### config.mk
export PLATFORM = sky130hd
export DESIGN_NAME = stbd_decoder
export DESIGN_NICKNAME = d
export VERILOG_FILES = /design/src/stbd_pkg.sv /design/src/stbd_fifo.sv /design/src/stbd_channel.sv /design/src/stbd_decoder.sv
export SDC_FILE = /design/constraint.sdc
export NUM_CORES = 1
export LEC_CHECK = 0
export ABC_AREA = 1
export BUFFER_PORTS_ARGS = -buffer_cell sky130_fd_sc_hd__buf_2
export CORE_ASPECT_RATIO = 0.7
export CORE_UTILIZATION = 34
export CTS_CLUSTER_SIZE = 8
export DETAILED_ROUTE_END_ITERATION = 16
export HOLD_SLACK_MARGIN = 0.06
export REMOVE_ABC_BUFFERS = 1
export SYNTH_ARGS = -nofsm -noshare
export SYNTH_HDL_FRONTEND = slang
export SYNTH_SLANG_ARGS = --single-unit
### constraint.sdc
create_clock -name clk -period 13 [get_ports clk]
set_clock_uncertainty 0.1 [all_clocks]
set_input_delay 1.3 -clock clk [delete_from_list [all_inputs] [get_ports clk]]
set_output_delay 1.3 -clock clk [all_outputs]
set_load 0.005 [all_outputs]
### src/stbd_pkg.sv
// constants for the one- and two-channel texel block decoder
package stbd_pkg;
  // channel word field positions
  localparam int BLOCK_BYTES = 8;
  localparam int WORD_W = 64;
  localparam int BASE_MSB = 63;
  localparam int BASE_LSB = 56;
  localparam int MULT_MSB = 55;
  localparam int MULT_LSB = 52;
  localparam int TBL_MSB = 51;
  localparam int TBL_LSB = 48;
  localparam int IDX_MSB = 47;
  localparam int IDX_W = 3;
  localparam int TEXELS = 16;
  localparam int RES_W = 11;
  localparam int WIDE_W = 16;
  localparam int SCALE_SH = 3;
  localparam int SIGNED_REP_SH = 5;
  localparam int UNSIGNED_REP_SH = 6;
  // clamp bounds and offsets
  localparam logic signed [13:0] S_MAX = 14'sh03FF;
  localparam logic signed [13:0] S_MIN = -14'sh03FF;
  localparam logic signed [13:0] U_MAX = 14'sh07FF;
  localparam logic signed [13:0] U_MIN = 14'sh0000;
  localparam logic signed [13:0] U_OFFSET = 14'sh0004;
  localparam logic signed [7:0] BASE_FORBIDDEN = 8'sh80;
  localparam logic signed [7:0] BASE_FLOOR = 8'sh81;
  localparam int FIFO_DEPTH = 8;

  // block formats handled by the decoder
  typedef enum logic [1:0] {
    stbd_single_channel_unsigned_format,
    stbd_single_channel_signed_format,
    stbd_two_channel_unsigned_format
  } stbd_fmt_e;
endpackage

### src/stbd_fifo.sv
// small valid/ready fifo used on the request path
`timescale 1ns/10ps
module stbd_fifo #(
  parameter int WIDTH = 8,
  parameter int DEPTH = 8
) (
  input wire logic clk,
  input wire logic rst,
  input wire logic in_valid,
  output logic in_ready,
  input wire logic [WIDTH-1:0] in_data,
  output logic out_valid,
  input wire logic out_ready,
  output logic [WIDTH-1:0] out_data
);
  localparam int AW = (DEPTH > 1) ? $clog2(DEPTH) : 1;

  // pointer wrap relies on a power-of-two depth, so refuse anything else at elaboration
  if (DEPTH < 2 || (DEPTH & (DEPTH - 1)) != 0) begin : g_depth_check
    $error("stbd_fifo depth must be a power of two of at least 2");
  end

  typedef struct packed {
    logic [AW-1:0] wr;
    logic [AW-1:0] rd;
    logic [AW:0] cnt;
  } stbd_fifo_s;

  stbd_fifo_s st_r;
  stbd_fifo_s st_nxt;
  logic [WIDTH-1:0] mem [DEPTH];
  logic push;
  logic pop;

  // full and empty come straight from the occupancy count
  assign in_ready = (st_r.cnt != (AW+1)'(DEPTH));
  assign out_valid = (st_r.cnt != '0);
  assign out_data = mem[st_r.rd];
  assign push = in_valid && in_ready;
  assign pop = out_valid && out_ready;

  // pointer and count update
  always_comb begin
    st_nxt = st_r;
    if (push) begin
      st_nxt.wr = st_r.wr + 1'b1;
    end
    if (pop) begin
      st_nxt.rd = st_r.rd + 1'b1;
    end
    if (push && !pop) begin
      st_nxt.cnt = st_r.cnt + 1'b1;
    end else if (pop && !push) begin
      st_nxt.cnt = st_r.cnt - 1'b1;
    end
  end

  // storage has no reset; only pointers and count need a defined value
  always_ff @(posedge clk) begin
    if (rst) begin
      st_r <= '0;
    end else begin
      st_r <= st_nxt;
    end
    if (push) begin
      mem[st_r.wr] <= in_data;
    end
  end
endmodule

### src/stbd_channel.sv
// one channel: fields, modifier lookup, sum, clamp and widening
`timescale 1ns/10ps
module stbd_channel (
  input wire logic [63:0] word,
  input wire logic [3:0] texel,
  input wire logic is_signed,
  output logic [10:0] value11,
  output logic [15:0] value16
);
  logic [7:0] base_f;
  logic [3:0] mult_f;
  logic [3:0] tbl_f;
  logic [2:0] pix_idx;
  logic [5:0] idx_lsb;
  logic signed [7:0] base_s;
  logic signed [13:0] base_term;
  logic signed [13:0] mod_term;
  logic signed [13:0] sum;
  logic signed [13:0] clamped;
  logic signed [4:0] modifier;
  logic [10:0] mag;
  logic [15:0] mag16;

  // modifier table entry, row by table index, column by pixel index
  function automatic logic signed [4:0] mod_lookup(input logic [3:0] t, input logic [2:0] i);
    logic signed [4:0] row [8];
    case (t)
      4'h0: row = '{-5'sd3, -5'sd6, -5'sd9, -5'sd15, 5'sd2, 5'sd5, 5'sd8, 5'sd14};
      4'h1: row = '{-5'sd3, -5'sd7, -5'sd10, -5'sd13, 5'sd2, 5'sd6, 5'sd9, 5'sd12};
      4'h2: row = '{-5'sd2, -5'sd5, -5'sd8, -5'sd13, 5'sd1, 5'sd4, 5'sd7, 5'sd12};
      4'h3: row = '{-5'sd2, -5'sd4, -5'sd6, -5'sd13, 5'sd1, 5'sd3, 5'sd5, 5'sd12};
      4'h4: row = '{-5'sd3, -5'sd6, -5'sd8, -5'sd12, 5'sd2, 5'sd5, 5'sd7, 5'sd11};
      4'h5: row = '{-5'sd3, -5'sd7, -5'sd9, -5'sd11, 5'sd2, 5'sd6, 5'sd8, 5'sd10};
      4'h6: row = '{-5'sd4, -5'sd7, -5'sd8, -5'sd11, 5'sd3, 5'sd6, 5'sd7, 5'sd10};
      4'h7: row = '{-5'sd3, -5'sd5, -5'sd8, -5'sd11, 5'sd2, 5'sd4, 5'sd7, 5'sd10};
      4'h8: row = '{-5'sd2, -5'sd6, -5'sd8, -5'sd10, 5'sd1, 5'sd5, 5'sd7, 5'sd9};
      4'h9: row = '{-5'sd2, -5'sd5, -5'sd8, -5'sd10, 5'sd1, 5'sd4, 5'sd7, 5'sd9};
      4'hA: row = '{-5'sd2, -5'sd4, -5'sd8, -5'sd10, 5'sd1, 5'sd3, 5'sd7, 5'sd9};
      4'hB: row = '{-5'sd2, -5'sd5, -5'sd7, -5'sd10, 5'sd1, 5'sd4, 5'sd6, 5'sd9};
      4'hC: row = '{-5'sd3, -5'sd4, -5'sd7, -5'sd10, 5'sd2, 5'sd3, 5'sd6, 5'sd9};
      4'hD: row = '{-5'sd1, -5'sd2, -5'sd3, -5'sd10, 5'sd0, 5'sd1, 5'sd2, 5'sd9};
      4'hE: row = '{-5'sd4, -5'sd6, -5'sd8, -5'sd9, 5'sd3, 5'sd5, 5'sd7, 5'sd8};
      default: row = '{-5'sd3, -5'sd5, -5'sd7, -5'sd9, 5'sd2, 5'sd4, 5'sd6, 5'sd8};
    endcase
    return row[i];
  endfunction

  // field extraction; texel 0 (pixel a) owns the top index field
  assign base_f = word[stbd_pkg::BASE_MSB:stbd_pkg::BASE_LSB];
  assign mult_f = word[stbd_pkg::MULT_MSB:stbd_pkg::MULT_LSB];
  assign tbl_f = word[stbd_pkg::TBL_MSB:stbd_pkg::TBL_LSB];
  assign idx_lsb = 6'(stbd_pkg::IDX_MSB + 1 - stbd_pkg::IDX_W) - (6'(texel) * 6'h03);
  assign pix_idx = word[idx_lsb +: 3];
  assign modifier = mod_lookup(tbl_f, pix_idx);
  // a forbidden -128 base is folded onto -127
  assign base_s = (base_f == stbd_pkg::BASE_FORBIDDEN) ? stbd_pkg::BASE_FLOOR : $signed(base_f);

  // shared sum path; the modes differ only in base sign, offset, clamp and widening
  always_comb begin
    if (is_signed) begin
      base_term = 14'(base_s) <<< stbd_pkg::SCALE_SH;
    end else begin
      base_term = ($signed({6'h00, base_f}) <<< stbd_pkg::SCALE_SH) + stbd_pkg::U_OFFSET;
    end
    if (mult_f == 4'h0) begin
      mod_term = 14'(modifier);
    end else begin
      // both factors widened first so the product cannot wrap at five bits
      mod_term = (14'(modifier) * 14'($signed({1'b0, mult_f}))) <<< stbd_pkg::SCALE_SH;
    end
    sum = base_term + mod_term;
    if (is_signed) begin
      if (sum > stbd_pkg::S_MAX) begin
        clamped = stbd_pkg::S_MAX;
      end else if (sum < stbd_pkg::S_MIN) begin
        clamped = stbd_pkg::S_MIN;
      end else begin
        clamped = sum;
      end
    end else begin
      if (sum > stbd_pkg::U_MAX) begin
        clamped = stbd_pkg::U_MAX;
      end else if (sum < stbd_pkg::U_MIN) begin
        clamped = stbd_pkg::U_MIN;
      end else begin
        clamped = sum;
      end
    end
  end

  // exact 11-bit result, never truncated
  assign value11 = clamped[10:0];

  // widening: signed replicates the magnitude, then restores the sign
  always_comb begin
    mag = clamped[13] ? 11'(-clamped) : clamped[10:0];
    if (is_signed) begin
      mag16 = (16'(mag) << stbd_pkg::SIGNED_REP_SH) + 16'(mag >> stbd_pkg::SIGNED_REP_SH);
      value16 = clamped[13] ? 16'(-mag16) : mag16;
    end else begin
      mag16 = (16'(mag) << stbd_pkg::SIGNED_REP_SH) + 16'(mag >> stbd_pkg::UNSIGNED_REP_SH);
      value16 = mag16;
    end
  end
endmodule

### src/stbd_decoder.sv
// texel block decoder top: byte assembly, request fifo, two channels, output register
`timescale 1ns/10ps
module stbd_decoder #(
  parameter int DEPTH = stbd_pkg::FIFO_DEPTH
) (
  input wire logic clk,
  input wire logic rst,
  input wire logic req_valid,
  output logic req_ready,
  input wire logic [127:0] req_bytes,
  input wire logic [1:0] req_format,
  input wire logic [3:0] req_texel,
  output logic rsp_valid,
  input wire logic rsp_ready,
  output logic [10:0] rsp_red11,
  output logic [10:0] rsp_green11,
  output logic [15:0] rsp_red16,
  output logic [15:0] rsp_green16,
  output logic rsp_two_channel
);
  localparam int REQ_W = 128 + 2 + 4;

  // refused at elaboration rather than discovered in simulation
  if (DEPTH < 2) begin : g_depth_check
    $error("stbd_decoder needs a request fifo of at least two words");
  end

  typedef struct packed {
    logic valid;
    logic two;
    logic [10:0] r11;
    logic [10:0] g11;
    logic [15:0] r16;
    logic [15:0] g16;
  } stbd_out_s;

  stbd_out_s st_r;
  stbd_out_s st_nxt;
  logic q_valid;
  logic q_ready;
  logic [REQ_W-1:0] q_data;
  logic [127:0] q_bytes;
  logic [1:0] q_fmt;
  logic [3:0] q_texel;
  logic [63:0] red_channel_word;
  logic [63:0] green_channel_word;
  logic is_signed;
  logic [10:0] red11;
  logic [10:0] green11;
  logic [15:0] red16;
  logic [15:0] green16;

  // byte n of the block sits at req_bytes[8n+7:8n]; byte 0 is the lowest address
  function automatic logic [63:0] pack_word(input logic [127:0] b, input int first);
    logic [63:0] w;
    w = '0;
    for (int k = 0; k < stbd_pkg::BLOCK_BYTES; k++) begin
      w = {w[55:0], b[(first + k) * 8 +: 8]};
    end
    return w;
  endfunction

  // requests are buffered so the sampler can run ahead of a stalled consumer
  stbd_fifo #(
    .WIDTH(REQ_W),
    .DEPTH(DEPTH)
  ) u_fifo (
    .clk(clk),
    .rst(rst),
    .in_valid(req_valid),
    .in_ready(req_ready),
    .in_data({req_bytes, req_format, req_texel}),
    .out_valid(q_valid),
    .out_ready(q_ready),
    .out_data(q_data)
  );

  assign q_bytes = q_data[REQ_W-1 -: 128];
  assign q_fmt = q_data[5:4];
  assign q_texel = q_data[3:0];

  // red from the first eight bytes, green from the second eight
  assign red_channel_word = pack_word(q_bytes, 0);
  assign green_channel_word = pack_word(q_bytes, stbd_pkg::BLOCK_BYTES);
  assign is_signed = (q_fmt == 2'(stbd_pkg::stbd_single_channel_signed_format));

  stbd_channel u_red (
    .word(red_channel_word),
    .texel(q_texel),
    .is_signed(is_signed),
    .value11(red11),
    .value16(red16)
  );

  // green always decodes unsigned: signed two-channel is not handled
  stbd_channel u_green (
    .word(green_channel_word),
    .texel(q_texel),
    .is_signed(1'b0),
    .value11(green11),
    .value16(green16)
  );

  // one-stage output register; it refills in the same cycle it drains
  assign q_ready = !st_r.valid || rsp_ready;

  always_comb begin
    st_nxt = st_r;
    if (rsp_ready) begin
      st_nxt.valid = 1'b0;
    end
    if (q_valid && q_ready) begin
      st_nxt.valid = 1'b1;
      st_nxt.two = (q_fmt == 2'(stbd_pkg::stbd_two_channel_unsigned_format));
      st_nxt.r11 = red11;
      st_nxt.r16 = red16;
      // green reads zero unless the block really has two channels
      st_nxt.g11 = (q_fmt == 2'(stbd_pkg::stbd_two_channel_unsigned_format)) ? green11 : 11'h000;
      st_nxt.g16 = (q_fmt == 2'(stbd_pkg::stbd_two_channel_unsigned_format)) ? green16 : 16'h0000;
    end
  end

  always_ff @(posedge clk) begin
    if (rst) begin
      st_r <= '0;
    end else begin
      st_r <= st_nxt;
    end
  end

  assign rsp_valid = st_r.valid;
  assign rsp_two_channel = st_r.two;
  assign rsp_red11 = st_r.r11;
  assign rsp_green11 = st_r.g11;
  assign rsp_red16 = st_r.r16;
  assign rsp_green16 = st_r.g16;
endmodule

After elaboration in Yosys (flattened, before gate mapping)
Memories as Yosys holds them, arrays and structs flattened. A register that Yosys moved wholly into a read port is not among the register bits.
Cells that the tools add are included.
{"block": "totals", "inputBits": 138, "ram_bits": 1072, "out_inout_bits": 57, "romBits": 768, "wordCells": 90, "mem_count": 3, "register_bits": 66}
{"block": "classes", "muxes": 31, "addsub": 15, "n_shift": 2, "n_bitwise": 2, "order_cmp": 8, "multipliers": 3, "eq_ne": 4, "reduce_logical": 13}
{"memory": "u_fifo.mem", "words": 8, "word_bits": 134, "read_ports": 1, "rd_clocked_by_memory_dff": 1, "wr": 1, "line_no": "stbd_fifo.sv:31", "rtl": "logic [WIDTH-1:0] mem [DEPTH];"}
{"memory": "(name not given)", "words": 16, "word_bits": 24, "read_ports": 1, "rd_clocked_by_memory_dff": 0, "wr": 0, "line_no": "stbd_channel.sv:27", "rtl": "case (t)"}
{"memory": "(name not given)", "words": 16, "word_bits": 24, "read_ports": 1, "rd_clocked_by_memory_dff": 0, "wr": 0, "line_no": "stbd_channel.sv:27"}
{"cell": "$mux 14", "count": 10}
{"cell": "$shiftx 64x7->3", "count": 2}
{"cell": "$mux 56", "count": 1}
{"cell": "$mux 16", "count": 3}
{"cell": "$mux 11", "count": 3}
{"cell": "$add 16x5->16", "count": 2}
{"cell": "$bmux 5 s3", "count": 2}
{"cell": "$add 14x14->14", "count": 2}
{"cell": "$gt 14x12->1 const B", "count": 2}
{"cell": "$lt 14x1->1 const B", "count": 2}
{"cell": "$add 11x3->12 const B", "count": 2}
{"cell": "$neg 11->11", "count": 2}
{"cell": "$mul 5x5->10", "count": 2}
{"cell": "$mux 5", "count": 4}
{"cell": "$add 16x6->16", "count": 1}
{"cell": "$neg 16->16", "count": 1}
{"cell": "$gt 14x11->1 const B", "count": 1}
{"cell": "$lt 14x11->1 const B", "count": 1}
{"cell": "$eq 8x8->1 const B", "count": 1}
{"cell": "$ge 4x4->1 const B", "count": 2}
{"cell": "$logic_not 4->1", "count": 2}
{"cell": "$mux 4", "count": 2}
{"cell": "$mux 8", "count": 1}
{"cell": "$not 3->4", "count": 2}
{"cell": "other kinds (15)", "count": 25}

Logic depth before layout (Yosys ltp)
{"block": "logic_depth", "word_depth": 21, "mapped_depth": 85, "mapped_depth_nobuf": 76}

Modules after synthesis
A second synthesis with hierarchy kept.
{"block": "hier_totals", "cells_unflattened": 6056, "hier_area_um2": 56486.7}
{"module": "stbd_fifo", "instances": 1, "cells_per_inst": 3656, "area_per_inst_um2": 43156.4, "seq_area_each_um2": 32451.1}
{"module": "stbd_channel (u_green)", "instances": 1, "cells_per_inst": 1065, "area_per_inst_um2": 5808.1, "seq_area_each_um2": 0.0}
{"module": "stbd_channel (u_red)", "instances": 1, "cells_per_inst": 1030, "area_per_inst_um2": 5330.1, "seq_area_each_um2": 0.0}
{"module": "stbd_decoder", "instances": 1, "cells_per_inst": 305, "area_per_inst_um2": 2192.1, "seq_area_each_um2": 1121.1}

Worst setup path before layout
OpenSTA, ideal clock, no wires.
{"block": "synth_path", "path_kind": "register to register", "startpoint": "register (tool-made name)", "endpoint": "register st_r, in the netlist rsp_red16[13]", "required_time_ns": 12.830, "n_path_buf": 11, "setup_time_ns": 0.070, "path_stages_with_launch": 77, "t_arrival_ns": 11.638, "slack_ns": 1.192, "period_less_slack_ns": 11.808, "cell_sequence": "dfxtp_1 buf_6 buf_4 buf_6 buf_4 buf_6 buf_2 buf_2 o21ai_0 o22ai_1 inv_1 o21ai_0 ha_1 fa_1 buf_4 nor2_1 inv_1 clkbuf_1 [41 not listed] nand3_1 nor2_1 nand2_1 nand2_1 nand3_1 xor2_1 ha_1 ha_1 inv_1 xor2_1 inv_1 nor3_2 nand2_2 nor2_1 nor2_1 nand2_1 nand3_1 a21oi_1"}
{"element": "end signal, assigned", "line_no": "stbd_decoder.sv:127", "rtl": "st_r <= st_nxt;"}
{"element": "end, declared", "line_no": "stbd_decoder.sv:37", "rtl": "stbd_out_s st_r;"}

==> impl_metrics.toml <==
[synthesis]
async_reset_ff_share_pct = 0
synth_edf_count = 1072
synth_mux_area_share_pct = 0.224
ys_types = 67
synth_cells = 5229
synth_xor_area_share_pct = 0.723
synth_compound_gate_area_share_pct = 10.0
synth_fa_ha_area_share_pct = 2.97
avgSynthCellArea_sq_um = 10.2
seq_area_frac_synth_pct = 62.1
syn_area_sq_mm = 0.0535
yosys_warnings = 0
synth_top_family_by_area = "simple AND/OR/NAND/NOR gates"
synth-main-ff-cell = "edfxtp_1"
ys_ff_latch = 1125
synthSimpleGateAreaFrac_pct = 17.8

[route]
drc = 0
routedWlPerCell_microns = 20.0
first_pass_iters = 8
ant_nets = 0
dr.first_iter.drc_count = 3770
num_vias = 38600
drt-total-wl_mm = 151
vias_per_cell = 5.13

[setup_path]
crit_path_max_fanout = 42
required_ns = 13.59
reg2reg_depth = 65
crit_arrival_ns = 12.75
crit_family = "adder cells"
cp.depth = 65
critPathKind = "flip-flop to flip-flop"
cp_num_buf_inv = 8
end_kind = "flip-flop"
cp-start-kind = "flip-flop"
cp_slowest_cell = "fa_1"
cpPeakStageDelay_ns = 0.57

[floorplanning]
start_util_pct = 34.3
die_w_microns = 476
rows = 121
top_level_ports = 195
die_h_microns = 334
dieArea_sq_mm = 0.159
core-area_sq_mm = 0.156

[timing]
min_period_over_period_pct = 93.6
drv_slew = 0
slew_headroom_pct = 25.4
finalHoldViolations = 0
setup_violations = 0
period_needed_ns = 12.17
hold_slack_ns = 0.364
tightest_slew_ns = 1.12
timing.fmax_ghz = 0.0822

[grt]
grt_pass1_vias = 36300
grt_max_degree = 198
grtUsageTotal_pct = 18.4
grt_antenna_before_repair = 58
grt.overflow.total = 0
grt_pass1_wl_mm = 227

[placement]
io_buffer_count = 194
dpl.hpwl_mm = 86.6
place.gp.congestion = 0.910

[final_layout]
regArea_sq_mm = 0.0333
layout_common_cells = "1106 x nand2_1, 1072 x edfxtp_1, 717 x nor2_1"
drive_above_1_share_pct = 11.4
final_common_cell = "nand2_1"
fin_util_pct = 39.0
multi_input_area_sq_mm = 0.0171
nets = 5614
synthToLayoutAreaGrowth_pct = 13.4
fillers = 15000

[clock_tree]
cts_max_path_buffers = 3
ctsHoldBuffers = 0
cts_made_buffers = 160
clk_transition_reported_paths_ns = 0.05
clock-sinks = 1125
clock-root-buffer = "clkbuf_16"
cts_max_level = 4
clk_latency_ns = 0.78
cts_tree = "built"

[worst_hold_path]
hold_path.class = "flip-flop to flip-flop"
whs_path_depth = 2

[status]
status = "complete, no violations"

[run]
maxCapViolCount = 0
[worst reg2reg max path: cells and delay by family (launching register included)]
kind	cells	cell delay, ns
xor gates and xnor gates	6	1.14
adders and majority gates	10	3.60
buffers and inverters	8	1.41
and+or+nand+nor	28	3.39
AOI/OAI and AO/OA	13	2.08
DFF	1	0.37
[routing by layer]
metal	part of all wire [%]	global-route usage, %	routed length (microns)	vias up
met5	0.14	0	212	-
met4	2.2	5.26	3240	32
met3	7.5	3.49	11300	281
met2	46	29.0	68500	1420
met1	45	25.8	67300	18600
li1	-	-	-	18300
[worst paths after layout]
| path | start | to | slack [ns] |
|---|---|---|---|
| setup reg to reg | flip-flop | rsp_red16[14] | 0.83 |
| hold / removal | rsp_red16[5] | rsp_red16[5] | 0.36 |
| hold reg to reg | rsp_red16[5] | rsp_red16[5] | 0.36 |
| setup / recovery | flip-flop | rsp_red16[14] | 0.83 |
[metrics by stage]
stage	cell area, sq um	setup WS (ns)	cells	TNS [ns]
after detailed placement	55900	0.435	7274	0
after global routing	60700	-0.0564	7509	-0.0902
after floorplan	51600	-19.25	4920	-663.83
final	60700	0.834	7515	0
after global placement	55900	0.741	7274	0
after CTS	60400	0.374	7481	0
[state kept, by name, summed over array words and instances, names as in the netlist, named ones only]
signal,cells
rsp_red16,16
u_fifo.st_r,10
rsp_red11,11
rsp_green16,1
rsp_two_channel,1
u_fifo.mem,1072
rsp_valid,1
rsp_green11,10
[cells in the mapped netlist (4+ instances only)]
library cell,count,area (sq um)
o2111ai_1,6,52.6
nor3_1,10,50.1
buf_2,119,596
edfxtp_1,1072,32200
buf_8,11,165
o21bai_1,8,60.1
clkbuf_1,68,255
o22ai_1,124,776
xor2_1,28,245
nand3_1,372,1860
o221ai_1,20,175
nand4_1,10,62.6
a221oi_1,4,35.0
nor2_4,5,56.3
a21oi_1,144,721
inv_2,19,71.3
inv_1,332,1250
mux2i_1,12,120
o211ai_1,18,135
o21ai_1,147,736
nand3_2,10,100
o21ai_2,19,166
o21a_1,7,52.6
or2_2,6,37.5
nand2_4,7,78.8
nand2_1,1108,4160
buf_6,25,282
nand2_2,34,213
buf_1,16,60.1
o21ai_0,426,2130
a21oi_2,8,70.1
dfxtp_1,53,1060
xnor2_1,13,114
ha_1,84,1050
nor2_1,727,2730
a31oi_1,12,75.1
a211oi_1,4,30.0
inv_4,4,25.0
buf_4,64,480
fa_1,27,541
nor2_2,4,25.0
[cell families (layout without fill, tap and decap cells)]
group | after synthesis | count (layout)
flip-flops | 1125 | 1125
AND/OR/NAND/NOR | 2308 | 2308
adder cells (fa/ha/maj) | 111 | 111
XOR/XNOR | 42 | 42
multiplexers | 12 | 12
other | 0 | 14
buffers and inverters | 667 | 848
AO/OA/AOI/OAI | 964 | 964
[repair_timing]
item                       CTS  global route
setup buffers                0            16
setup endpoints to repair    0            11
hold endpoints to repair     0             0
gates resized for setup      0            19
[area by class of cell]
| class | instances | share of cell area (%) |
|---|---|---|
| sequential | 1125 | 54.8 |
| multi-input combinational | 3437 | 28.2 |
| clock buffer | 189 | 6.85 |
| tap | 2091 | 4.31 |
| timing repair buffer | 279 | 2.87 |
| inverter | 358 | 2.31 |
| clock inverter | 18 | 0.487 |
| timing repair inverter | 4 | 0.0639 |
| antenna | 14 | 0.0577 |
Power is not shown: default switching activity piles up to over one toggle a cycle in this logic, so the estimate is an artifact.
